$ cat src/pkg/chan_cmd_pkg.sv
// Constants, types and decode helpers for the channel command executor.
// Assumes an APB slave with 32-bit data and four channels, 2 and 3 serial.
// What this block does
// Per-channel register accesses target the channel in the select register.
// Command upper nibble is a one-hot type, lower nibble its parameters.
// After executing a command the device clears the command register.
// Host waits for the command register to read zero before writing again.
// Commands act only on channels 2 and 3; others are ignored.
// Host selects channel 2 or 3 before asking for a full reset.
// Reset command: bit 7, bits 6:2 zero; 00 chan, 01 chip, 10 flush.
// Channel reset disables receiver and transmitter and flushes its FIFOs.
// Full reset acts like hardware reset: all disabled, flushed, defaulted.
// Any reset clears the revision register, then loads the nonzero value.
// Host detects reset end by revision going zero then nonzero.
// Flush parameter empties the selected serial transmit FIFO.
// Option change: bit 6, bits 3:1 flag option registers three..one.
// Option change reloads shadow copies of the flagged option registers.
// Send special: bit 5, bits 2:0 choose one of four characters.
// Special character goes right after the holding register, ahead of FIFO.
// Send special applies to serial channels only.
// Codes 1 to 4 choose characters one to four; others unused.
// Channel control: bits 3:0 are tx enable, tx disable, rx en, rx dis.
// Unused encodings do nothing but still clear the command register.
package chan_cmd_pkg;
  localparam logic [7:0] IDX_OPT1  = 8'h01;
  localparam logic [7:0] IDX_OPT3  = 8'h03;
  localparam logic [7:0] IDX_CMD   = 8'h05;
  localparam logic [7:0] IDX_SC1   = 8'h06;
  localparam logic [7:0] IDX_SC4   = 8'h09;
  localparam logic [7:0] IDX_CHSEL = 8'h0c;
  localparam logic [7:0] IDX_FWREV = 8'h0d;
  localparam logic [7:0] IDX_STAT  = 8'h0e;
  localparam logic [2:0] SLOT_SC1  = 3'h3;
  localparam int         B_RST     = 7;
  localparam int         B_OPT     = 6;
  localparam int         B_SC      = 5;
  localparam int         B_CTL     = 4;
  localparam int         B_TXEN    = 3;
  localparam int         B_TXDIS   = 2;
  localparam int         B_RXEN    = 1;
  localparam int         B_RXDIS   = 0;
  localparam logic [1:0] CH_SER_A  = 2'h2;
  localparam logic [1:0] CH_SER_B  = 2'h3;
  localparam logic [7:0] CMD_RST_V = 8'h00;
  localparam logic [7:0] FW_RST_V  = 8'h00;

  typedef enum logic [2:0] {
    K_NOOP  = 3'b000,
    K_CHRST = 3'b001,
    K_FULL  = 3'b010,
    K_FLUSH = 3'b011,
    K_OPT   = 3'b100,
    K_SC    = 3'b101,
    K_CTL   = 3'b110
  } kind_t;

  typedef enum logic [2:0] {
    ST_BOOT = 3'b000,
    ST_IDLE = 3'b001,
    ST_DEC  = 3'b010,
    ST_OPT  = 3'b011,
    ST_SCRD = 3'b100,
    ST_SCO  = 3'b101
  } st_t;

  function automatic logic is_serial_f(input logic [1:0] ch);
    return (ch == CH_SER_A) || (ch == CH_SER_B);
  endfunction

  // Returns {hit, slot} of a per-channel byte kept in the register memory.
  function automatic logic [3:0] slot_of_f(input logic [7:0] idx);
    if (idx >= IDX_OPT1 && idx <= IDX_OPT3) begin
      return {1'b1, 3'(idx - IDX_OPT1)};
    end else if (idx >= IDX_SC1 && idx <= IDX_SC4) begin
      return {1'b1, 3'(idx - IDX_SC1) + SLOT_SC1};
    end
    return 4'h0;
  endfunction

  function automatic kind_t cmd_kind_f(input logic [7:0] c);
    kind_t k;
    k = K_NOOP;
    case (c[7:4])
      4'h8: begin
        if (c[6:2] == 5'h00) begin
          if (c[1:0] == 2'h0) k = K_CHRST;
          else if (c[1:0] == 2'h1) k = K_FULL;
          else if (c[1:0] == 2'h2) k = K_FLUSH;
        end
      end
      4'h4: begin
        if (!c[0] && c[3:1] != 3'h0) k = K_OPT;
      end
      4'h2: begin
        if (c[4:3] == 2'h0 && c[2:0] != 3'h0 && c[2:0] <= 3'h4) k = K_SC;
      end
      4'h1: begin
        if (!(c[3] && c[2]) && !(c[1] && c[0]) && c[3:0] != 4'h0) k = K_CTL;
      end
      default: k = K_NOOP;
    endcase
    return k;
  endfunction
endpackage

$ cat src/rtl/channel_command_executor.sv
// Command register executor with its APB register file.
// Assumes serial datapaths that act on the enable, flush and special
// character outputs, and a transmitter that takes sc_valid ahead of its FIFO.
//
// Chosen here: the APB register port.
`timescale 1ns/10ps
module channel_command_executor #(
  parameter logic [7:0] FW_REV   = 8'h5a, // Arbitrary nonzero value.
  parameter int         RST_CYC  = 16,    // Cycles an internal reset lasts.
  parameter int         AW       = 12
) (
  input  wire logic          pclk,       // System clock, 100 MHz.
  input  wire logic          presetn,    // Asynchronous reset, active low.
  input  wire logic          psel,       // APB select.
  input  wire logic          penable,    // APB enable.
  input  wire logic          pwrite,     // APB direction.
  input  wire logic [AW-1:0] paddr,      // APB byte address.
  input  wire logic [31:0]   pwdata,     // APB write data.
  output logic      [31:0]   prdata,     // APB read data.
  output logic               pready,     // APB ready.
  output logic               pslverr,    // APB error, unmapped or unaligned address.
  output logic      [1:0]    tx_en,      // Transmitter enable, ch 3 and 2.
  output logic      [1:0]    rx_en,      // Receiver enable, ch 3 and 2.
  output logic      [1:0]    tx_flush,   // Transmit FIFO flush pulse.
  output logic      [1:0]    rx_flush,   // Receive FIFO flush pulse.
  output logic               chip_reset, // Full reset pulse to the chip.
  output logic      [47:0]   opt_shadow, // Shadow option bytes, ch 3 and 2.
  output logic               sc_valid,   // Special character pending.
  output logic      [7:0]    sc_char,    // Special character to send.
  output logic               sc_chan,    // Channel of it: 0 is ch 2.
  input  wire logic          sc_taken    // Transmitter took the character.
);
  localparam logic [7:0] RST_LAST = 8'(RST_CYC - 1);

  typedef struct packed {
    chan_cmd_pkg::st_t          st;
    logic [7:0]                 cmd;
    logic [1:0]                 cmd_ch;
    logic [1:0]                 sel;
    logic [7:0]                 fw;
    logic [7:0]                 cnt;
    logic [1:0]                 tx_en;
    logic [1:0]                 rx_en;
    logic [1:0]                 tx_fl;
    logic [1:0]                 rx_fl;
    logic                       chip_rst;
    logic                       mem_clr;
    logic [1:0][2:0][7:0]       shadow;
    logic [1:0]                 step;
    logic                       sc_v;
    logic [7:0]                 sc_c;
    logic [31:0]                prdata;
    logic                       pready;
    logic                       pslverr;
  } s_t;

  s_t r_ff;
  s_t nxt_r;

  logic [7:0]          idx;
  logic                aligned;
  logic [3:0]          slot;
  logic                wr_now;
  logic                rd_now;
  logic                cmd_wr;
  logic                s;
  logic [4:0]          raddr_a;
  logic [4:0]          raddr_b;
  logic [7:0]          mem_ra;
  logic [7:0]          mem_rb;
  logic                mem_we;
  chan_cmd_pkg::kind_t kind;

  assign idx     = paddr[9:2];
  assign aligned = (paddr[AW-1:10] == '0) && (paddr[1:0] == 2'h0);
  assign slot    = chan_cmd_pkg::slot_of_f(idx);
  assign rd_now  = psel && penable && !r_ff.pready;
  assign wr_now  = psel && penable && r_ff.pready && pwrite && !r_ff.pslverr;
  assign cmd_wr  = wr_now && (idx == chan_cmd_pkg::IDX_CMD);
  assign s       = r_ff.cmd_ch[0];
  assign kind    = chan_cmd_pkg::cmd_kind_f(r_ff.cmd);
  // Option and special bytes are banked by the selected channel.
  assign raddr_a = {r_ff.sel, slot[2:0]};
  assign mem_we  = wr_now && slot[3];
  assign raddr_b = (r_ff.st == chan_cmd_pkg::ST_SCRD) ?
                   {r_ff.cmd_ch, r_ff.cmd[2:0] + chan_cmd_pkg::SLOT_SC1
                    - 3'h1} :
                   {r_ff.cmd_ch, 1'b0, r_ff.step};

  chan_regs_mem #(
    .AW (5),
    .DW (8)
  ) u_mem (
    .clk     (pclk),
    .rst_n   (presetn),
    .clr     (r_ff.mem_clr),
    .we      (mem_we),
    .waddr   (raddr_a),
    .wdata   (pwdata[7:0]),
    .raddr_a (raddr_a),
    .raddr_b (raddr_b),
    .rdata_a (mem_ra),
    .rdata_b (mem_rb)
  );

  always_comb begin
    nxt_r          = r_ff;
    nxt_r.tx_fl    = 2'h0;
    nxt_r.rx_fl    = 2'h0;
    nxt_r.chip_rst = 1'b0;
    nxt_r.mem_clr  = 1'b0;
    case (r_ff.st)
      chan_cmd_pkg::ST_BOOT: begin
        nxt_r.cnt = r_ff.cnt + 8'h01;
        if (r_ff.cnt >= RST_LAST) begin
          nxt_r.fw  = FW_REV;
          nxt_r.cmd = 8'h00;
          nxt_r.st  = chan_cmd_pkg::ST_IDLE;
        end
      end
      chan_cmd_pkg::ST_IDLE: begin
        if (r_ff.cmd != 8'h00) begin
          nxt_r.st = chan_cmd_pkg::ST_DEC;
        end
      end
      chan_cmd_pkg::ST_DEC: begin
        nxt_r.st   = chan_cmd_pkg::ST_IDLE;
        nxt_r.cmd  = 8'h00;
        nxt_r.step = 2'h0;
        case (kind)
          chan_cmd_pkg::K_CHRST: begin
            nxt_r.tx_en[s] = 1'b0;
            nxt_r.rx_en[s] = 1'b0;
            nxt_r.tx_fl[s] = 1'b1;
            nxt_r.rx_fl[s] = 1'b1;
            nxt_r.fw       = 8'h00;
            nxt_r.cnt      = 8'h00;
            nxt_r.cmd      = r_ff.cmd;
            nxt_r.st       = chan_cmd_pkg::ST_BOOT;
          end
          chan_cmd_pkg::K_FULL: begin
            // Same end state as the reset pin, then the boot count runs.
            nxt_r          = '0;
            nxt_r.chip_rst = 1'b1;
            nxt_r.tx_fl    = 2'h3;
            nxt_r.rx_fl    = 2'h3;
            nxt_r.mem_clr  = 1'b1;
          end
          chan_cmd_pkg::K_FLUSH: begin
            nxt_r.tx_fl[s] = 1'b1;
          end
          chan_cmd_pkg::K_OPT: begin
            nxt_r.cmd = r_ff.cmd;
            nxt_r.st  = chan_cmd_pkg::ST_OPT;
          end
          chan_cmd_pkg::K_SC: begin
            nxt_r.cmd = r_ff.cmd;
            nxt_r.st  = chan_cmd_pkg::ST_SCRD;
          end
          chan_cmd_pkg::K_CTL: begin
            if (r_ff.cmd[chan_cmd_pkg::B_TXEN]) begin
              nxt_r.tx_en[s] = 1'b1;
            end
            if (r_ff.cmd[chan_cmd_pkg::B_TXDIS]) begin
              nxt_r.tx_en[s] = 1'b0;
            end
            if (r_ff.cmd[chan_cmd_pkg::B_RXEN]) begin
              nxt_r.rx_en[s] = 1'b1;
            end
            if (r_ff.cmd[chan_cmd_pkg::B_RXDIS]) begin
              nxt_r.rx_en[s] = 1'b0;
            end
          end
          default: begin
            nxt_r.st = chan_cmd_pkg::ST_IDLE;
          end
        endcase
      end
      chan_cmd_pkg::ST_OPT: begin
        // Step k reads slot k; the byte of slot k-1 arrives meanwhile.
        nxt_r.step = r_ff.step + 2'h1;
        if (r_ff.step != 2'h0 && r_ff.cmd[r_ff.step]) begin
          nxt_r.shadow[s][r_ff.step - 2'h1] = mem_rb;
        end
        if (r_ff.step == 2'h3) begin
          nxt_r.cmd = 8'h00;
          nxt_r.st  = chan_cmd_pkg::ST_IDLE;
        end
      end
      chan_cmd_pkg::ST_SCRD: begin
        nxt_r.step = 2'h1;
        if (r_ff.step == 2'h1) begin
          nxt_r.sc_c = mem_rb;
          nxt_r.sc_v = 1'b1;
          nxt_r.st   = chan_cmd_pkg::ST_SCO;
        end
      end
      chan_cmd_pkg::ST_SCO: begin
        // Held until the transmitter slots it in after the holding byte.
        if (sc_taken) begin
          nxt_r.sc_v = 1'b0;
          nxt_r.cmd  = 8'h00;
          nxt_r.st   = chan_cmd_pkg::ST_IDLE;
        end
      end
      default: begin
        nxt_r.st = chan_cmd_pkg::ST_IDLE;
      end
    endcase

    // One wait state: read data and error come with pready.
    nxt_r.pready = rd_now;
    if (rd_now) begin
      nxt_r.pslverr = 1'b0;
      nxt_r.prdata  = 32'h0000_0000;
      if (!aligned) begin
        nxt_r.pslverr = 1'b1;
      end else if (idx == chan_cmd_pkg::IDX_CMD) begin
        if (r_ff.sel == r_ff.cmd_ch) begin
          nxt_r.prdata[7:0] = r_ff.cmd;
        end
      end else if (idx == chan_cmd_pkg::IDX_CHSEL) begin
        nxt_r.prdata[1:0] = r_ff.sel;
      end else if (idx == chan_cmd_pkg::IDX_FWREV) begin
        nxt_r.prdata[7:0] = r_ff.fw;
      end else if (idx == chan_cmd_pkg::IDX_STAT) begin
        nxt_r.prdata[4:0] = {r_ff.tx_en, r_ff.rx_en,
                             r_ff.st != chan_cmd_pkg::ST_IDLE};
      end else if (slot[3]) begin
        nxt_r.prdata[7:0] = mem_ra;
      end else begin
        nxt_r.pslverr = 1'b1;
      end
    end
    if (wr_now) begin
      if (idx == chan_cmd_pkg::IDX_CHSEL) begin
        nxt_r.sel = pwdata[1:0];
      end else if (idx == chan_cmd_pkg::IDX_FWREV &&
                   !(r_ff.st == chan_cmd_pkg::ST_BOOT &&
                     r_ff.cnt >= RST_LAST)) begin
        // The boot-end load wins over a host write in the same cycle.
        nxt_r.fw = pwdata[7:0];
      end else if (cmd_wr && r_ff.cmd == 8'h00 &&
                   r_ff.st == chan_cmd_pkg::ST_IDLE &&
                   chan_cmd_pkg::is_serial_f(r_ff.sel)) begin
        nxt_r.cmd    = pwdata[7:0];
        nxt_r.cmd_ch = r_ff.sel;
      end
    end
  end

  always_ff @(posedge pclk or negedge presetn) begin
    if (!presetn) begin
      r_ff <= '0;
    end else begin
      r_ff <= nxt_r;
    end
  end

  assign prdata     = r_ff.prdata;
  assign pready     = r_ff.pready;
  assign pslverr    = r_ff.pslverr;
  assign tx_en      = r_ff.tx_en;
  assign rx_en      = r_ff.rx_en;
  assign tx_flush   = r_ff.tx_fl;
  assign rx_flush   = r_ff.rx_fl;
  assign chip_reset = r_ff.chip_rst;
  assign opt_shadow = r_ff.shadow;
  assign sc_valid   = r_ff.sc_v;
  assign sc_char    = r_ff.sc_c;
  assign sc_chan    = s;

  logic in_dec;
  assign in_dec = (r_ff.st == chan_cmd_pkg::ST_DEC);
endmodule // channel_command_executor

$ cat src/rtl/chan_regs_mem.sv
// Per-channel register bytes: option registers and special characters.
// Assumes one writer and two readers on the same clock; reads are registered.
`timescale 1ns/10ps
module chan_regs_mem #(
  parameter int AW = 5,
  parameter int DW = 8
) (
  input  wire logic          clk,     // System clock.
  input  wire logic          rst_n,   // Asynchronous reset, active low.
  input  wire logic          clr,     // Zero every byte.
  input  wire logic          we,      // Write strobe.
  input  wire logic [AW-1:0] waddr,   // Write address.
  input  wire logic [DW-1:0] wdata,   // Write data.
  input  wire logic [AW-1:0] raddr_a, // Bus read address.
  input  wire logic [AW-1:0] raddr_b, // Executor read address.
  output logic      [DW-1:0] rdata_a, // Bus read data.
  output logic      [DW-1:0] rdata_b  // Executor read data.
);
  typedef struct packed {
    logic [2**AW-1:0][DW-1:0] mem;
    logic [DW-1:0]            ra;
    logic [DW-1:0]            rb;
  } mem_t;

  mem_t m_ff;
  mem_t nxt_m;

  always_comb begin
    nxt_m    = m_ff;
    nxt_m.ra = m_ff.mem[raddr_a];
    nxt_m.rb = m_ff.mem[raddr_b];
    if (clr) begin
      nxt_m.mem = '0;
    end else if (we) begin
      nxt_m.mem[waddr] = wdata;
    end
  end

  always_ff @(posedge clk or negedge rst_n) begin
    if (!rst_n) begin
      m_ff <= '0;
    end else begin
      m_ff <= nxt_m;
    end
  end

  assign rdata_a = m_ff.ra;
  assign rdata_b = m_ff.rb;
endmodule // chan_regs_mem

$ cat config.mk
export PLATFORM = sky130hd
export DESIGN_NAME = channel_command_executor
export DESIGN_NICKNAME = d
export VERILOG_FILES = /design/src/pkg/chan_cmd_pkg.sv /design/src/rtl/channel_command_executor.sv /design/src/rtl/chan_regs_mem.sv
export SDC_FILE = /design/constraint.sdc
export NUM_CORES = 1
export LEC_CHECK = 0
export BUFFER_PORTS_ARGS = -buffer_cell sky130_fd_sc_hd__buf_2
export CAP_MARGIN = 20
export CORE_AREA = 2 2 195 388
export CTS_CLUSTER_DIAMETER = 100
export CTS_CLUSTER_SIZE = 8
export DETAILED_ROUTE_END_ITERATION = 12
export DIE_AREA = 0 0 197 390
export GPL_TIMING_DRIVEN = 0
export HOLD_SLACK_MARGIN = 0.12
export PLACE_DENSITY_LB_ADDON = 0.08
export SETUP_SLACK_MARGIN = 0.02
export SYNTH_ARGS = -nofsm -noshare
export SYNTH_HDL_FRONTEND = slang
export SYNTH_SLANG_ARGS = --single-unit
$ cat constraint.sdc
create_clock -name pclk -period 5 [get_ports pclk]
set_input_delay 0.75 -clock pclk [delete_from_list [all_inputs] [get_ports pclk]]
set_output_delay 0.75 -clock pclk [all_outputs]
set_load 0.01 [all_outputs]
# Yosys cells after proc, flatten, opt, wreduce, memory -nomap -nowiden

Cells that the tools add are included.

$add $sub $neg: 8
$mul: 0
Div/mod/pow operators: 0
$lt $le $gt $ge: 14
Eq/ne operators: 35
Shift operators: 0
Mux-type cells: 91
Bitwise operators: 7
Reduce and logical (&&, ||, !) cells: 64

Operators by type and width:

| kind                 | number |
|---|---|
| $mux W256            | 2 |
| $bwmux W256          | 1 |
| $mux W8              | 13 |
| $pmux W48 S2         | 1 |
| $mux W95             | 1 |
| $bmux W8 S5          | 2 |
| $bwmux W48           | 1 |
| $mux W48             | 1 |
| $demux W8 S5         | 1 |
| $mux W34             | 1 |
| $mux W11             | 3 |
| $mux W32             | 1 |
| $pmux W16 S2         | 1 |
| $pmux W8 S4          | 1 |
| $mux W10             | 3 |
| $mux W2              | 14 |
| $logic_and A1 B1 Y1  | 26 |
| $demux W24 S1        | 1 |
| $eq A8 B4 Y1 const B | 3 |
| $mux W24             | 1 |
| $mux W3              | 7 |
| $mux W20             | 1 |
| $mux W4              | 5 |
| $pmux W3 S6          | 1 |
| other kinds (67)     | 127 |

Flip-flop bits (word level): 406
Bits in latches: 0
Bits in writable memories: 0
Bits in read-only memories: 0
Input port bits: 50
Output and inout port bits: 101
Word-level logic and storage cells: 277
Memories: 0

# Depth between registers and ports, before layout

Depth in word-level cells: 14
Gate-level depth with buffers: 14
Gate-level depth less buffers: 10

# Hierarchy

A second synthesis with hierarchy kept.

Cells, all modules: 2096
Area total of the unflattened synthesis: 21840.9 µm²

By module, submodules not included:

| module                   | instances | cells each | area each (µm²) | seq. area each (µm²) |
|---|---|---|---|---|
| chan_regs_mem            | 1         | 1457       | 15551.2         | 6806.5 |
| channel_command_executor | 1         | 639        | 6289.8          | 2727.6 |

# Least setup slack after synthesis

No wires, ideal clock.

Kind: input to register
Start: in paddr[2]
End: reg u_mem.m_ff, in the netlist u_mem.rdata_a[4]
Library setup time: 135 ps
Arrival time: 3125 ps
Required time: 4865 ps
Slack: 1740 ps
Cell stages on the path: 13
Path buffers: 3
Path through: buf_2 -> inv_1 -> ha_1 -> nor2b_1 -> o31a_1 -> or2_1 -> buf_6 -> buf_6 -> a222oi_1 -> o22ai_1 -> a32o_1 -> nor3_2 -> nand4b_1

RTL lines:

| element                | line                           | source |
|---|---|---|
| start: declaration     | channel_command_executor.sv:17 | `input wire logic [AW-1:0] paddr,` |
| end signal: assignment | chan_regs_mem.sv:43            | `m_ff <= nxt_m;` |
| end: declaration       | chan_regs_mem.sv:25            | `mem_t m_ff;` |

==> out/qor.yml <==
run_status:
  run_status: "complete, but fails checks"
  failed_checks: "setup timing"
synthesis:
  synth_top_area_share_pct: 43.4
  synth.cell_area_um2: 22000
  synthArstFlopShare_pct: 100
  most_numerous_cell_in_the_yosys_netlist: "sky130_fd_sc_hd__nand2_1"
  synth.ff_latch_count: 381
  register_area_share_after_synthesis_pct: 43.4
  ys_top_cells_by_area: "sky130_fd_sc_hd__dfrtp_1 43%, sky130_fd_sc_hd__mux2i_1 8.4%, sky130_fd_sc_hd__nand2_1 7.1%"
  synth.distinct_cells: 83
  synth_enable_flop_cells: 0
  syn-mean-instance-area_um2: 8.81
  yosys_warnings: 0
  postSynth.topFlopCell: "sky130_fd_sc_hd__dfrtp_1"
  post-synth-top-area-cell: "sky130_fd_sc_hd__dfrtp_1"
  synth.top_cells.by_count: "416 x sky130_fd_sc_hd__nand2_1, 381 x sky130_fd_sc_hd__dfrtp_1, 296 x sky130_fd_sc_hd__a21oi_1"
  syn-instance-count: 2496
sta:
  hold_viol: 0
  tightest_slew_ns: 1.37
  setup_ws_ns: -0.0384
  fin_skew_ns: 0.0261
  post-route-period-util_pct: 101
  rsz_0062_raised_after_global_routing: "no"
  finalMaxSlewViolations: 0
  report.final.setup_viol: 4
  tns_ns: -0.102
  hold-worst-slack_ns: 0.445
  slew_headroom_pct: 8.86
  timing.final.crit_period_ns: 5.04
  maxClockFrequency_ghz: 0.198
finish:
  layout.nets: 2770
  finish.utilization_pct: 34.9
  sequential_cell_area_um2: 9530
  drive_above_1_share_pct: 15.8
  final_non_filler_cell_total: 3637
  area.growth.synth_to_final_pct: 17.1
  multi_input_comb_area_um2: 10800
  fillers: 7721
power_and_ir_drop:
  total_leakage_power_nw: 11.3
  totalPowerFinal_mw: 8.07
  power_density_nw_per_um2: 314
  vdd_ir_drop_max_mv: 0.228
route:
  avgViaCountPerCell: 5.74
  detail_route.drc_violations: 0
  dr.first_iter.drc_count: 1865
  detail_route.first_pass.iterations: 6
  routed-via-count: 20900
  postRouteWirelength_um: 132000
  routed_wire_length_per_instance_um: 36.4
  antenna_left: 0
die:
  start_util_pct: 29.8
  die-area_um2: 76800
  chipWidth_um: 197
  io-pin-count: 151
  floorplan.rows: 141
  core_area_um2: 73700
  die_h_um: 390
placement:
  post-place-cells: 3575
  hpwl_after_detailed_placement_um: 106000
  io_buffer_count: 94
  gpl.final_weighted_congestion: 1.03
critical_path:
  timing.critical_path.to_type: "flop"
  category_of_the_critical_setup_timing_path: "input pin to flop"
  reg2reg_depth: 6
  path_max_fanout: 15
  critical_path.startpoint_type: "input pin"
  critical_path.max_stage_delay_ns: 1.18
  worstPathArrival_ns: 5.47
  slowest_stage: "sky130_fd_sc_hd__a222oi_1"
  crit_top_cell: "sky130_fd_sc_hd__buf_2"
  timing.critical_path.required_ns: 5.44
  path_cells: "buf_2, buf_2, inv_1, ha_1, nor2b_1, o31a_1, o21a_1, clkbuf_1, buf_8, a222oi_1, o22ai_1, a32o_1, nor3_2, nand4b_1"
clock_tree:
  tritoncts_clock_tree: "yes"
  tritoncts_num_sinks: 381
  ctsLongestPathBuffers: 3
  clockRootBuffer: "sky130_fd_sc_hd__clkbuf_16"
  cts_h_tree_lvls: 2
  tritoncts.num_buffers: 53
  path_clk_slew_ns: 0.05
  clk_latency_ns: 0.64
grt:
  grt_pass1_vias: 20800
  grt_use_total_pct: 34.4
  grt_max_degree: 115
  grt_first_pass_wirelength_um: 178000
  grt-ovfl-total: 0
  antenna_found_initial: 2
worst_hold_path:
  worst_hold_path.num_cells: 3
  min-delay-path-class: "input pin to flop"
run:
  max_cap_violations: 0
==> where the power goes <==
group	switching [mW]	internal (mW)	total [mW]	leakage (nW)
Clock	1.45	1.89	3.34	0.686
Sequential	0.160	3.15	3.31	5.27
Combinational	1.04	0.388	1.43	5.33
Total	2.65	5.43	8.07	11.3
==> state kept, by name, indices dropped and copies added (netlist names), 8 cells and up <==
signal / cells
u_mem.m_ff: 256
opt_shadow: 48
sc_char: 8
u_mem.rdata_b: 8
prdata: 8
r_ff: 32
u_mem.rdata_a: 8
==> stage by stage <==
step                      instance area (um2)  setup WS, ns
final                                   25700       -0.0384
after global routing                    25700        0.0480
after CTS                               25700        0.0250
after detailed placement                24300         -1.82
after global placement                  23700         -5.00
after floorplan                         22100          1.74
==> routing by layer <==
metal  up-vias  share of wire [%]  global-route usage, %  wire (um)
met4         0                 11                   31.9      15000
li1       9083                  -                      -          -
met3       345                4.6                   4.15       6100
met2       969                 51                   62.2      68200
met5         -                  0                      0          0
met1     10500                 33                   33.8      43200
==> placed cells by master, fill, tap and decap left out, drive strengths merged, types with 12 or more instances in the layout <==
master / synthesis / layout
a22o: 19 / 19
a31oi: 15 / 15
a221oi: 32 / 32
clkbuf: 115 / 170
nor2: 175 / 175
o22ai: 26 / 26
ha: 16 / 16
nor3: 40 / 40
mux2i: 186 / 186
a32oi: 12 / 12
mux4: 28 / 28
o21a: 12 / 12
dfrtp: 381 / 381
o21ai: 173 / 173
conb: 1 / 24
a21oi: 296 / 296
buf: 168 / 295
nand2: 420 / 420
nand3: 153 / 153
inv: 65 / 66
==> logic make-up (layout without fill, tap and decap cells) <==
| kind of cell | count (synthesis) | count (layout) | synth area share, % |
|---|---|---|---|
| buffers and inverters | 349 | 536 | 8.11 |
| other | 1 | 26 | 0.0171 |
| and+or+nand+nor | 864 | 864 | 17.9 |
| muxes | 224 | 224 | 11.9 |
| xor gates and xnor gates | 5 | 5 | 0.199 |
| AOI/OAI and AO/OA | 656 | 656 | 17.6 |
| adders and majority gates | 16 | 16 | 0.911 |
| DFF | 381 | 381 | 43.4 |
==> worst paths after layout <==
kind                                        startpoint                     endpoint  slack [ns]
worst min register to register  sc_char[6]$_DFFE_PN0P_       sc_char[6]$_DFFE_PN0P_        0.48
max in group asynchronous                      presetn  u_mem.m_ff[192]$_DFFE_PN0P_        2.81
min in group asynchronous                      presetn         tx_en[0]$_DFFE_PN0P_        0.68
worst min-delay path                           penable             pready$_DFF_PN0_        0.44
worst max-delay path                          paddr[2]   u_mem.rdata_a[4]$_DFF_PN0_       -0.04
worst max register to register     r_ff[120]$_DFF_PN0_   u_mem.rdata_a[2]$_DFF_PN0_        0.63
==> worst max-delay path, delay by kind of cell <==
| kind | cells | cell delay [ns] |
|---|---|---|
| AOI/OAI and AO/OA | 5 | 2.21 |
| buffers and inverters | 5 | 1.59 |
| and+or+nand+nor | 3 | 0.50 |
| adders and majority gates | 1 | 0.37 |
==> layout make-up <==
| class | instances | share of cell area, % |
|---|---|---|
| multi-input cells | 1789 | 41.8 |
| flip-flops and latches | 381 | 37.0 |
| plain buffers | 282 | 5.97 |
| clock buffers | 54 | 5.25 |
| well taps | 929 | 4.52 |
| repair buffers | 131 | 4.26 |
| inverters | 66 | 0.962 |
| clock inverters | 3 | 0.160 |
| diodes | 2 | 0.0194 |
==> timing repair <==
action                                  CTS  global route
hold endpoints to repair                 26             0
hold buffers                              1             0
pin swaps                                 1             0
gates resized for setup                   6             2
endpoints found under the setup margin    4             9
setup buffers                             1             0
(Power assumes the default switching activity.)
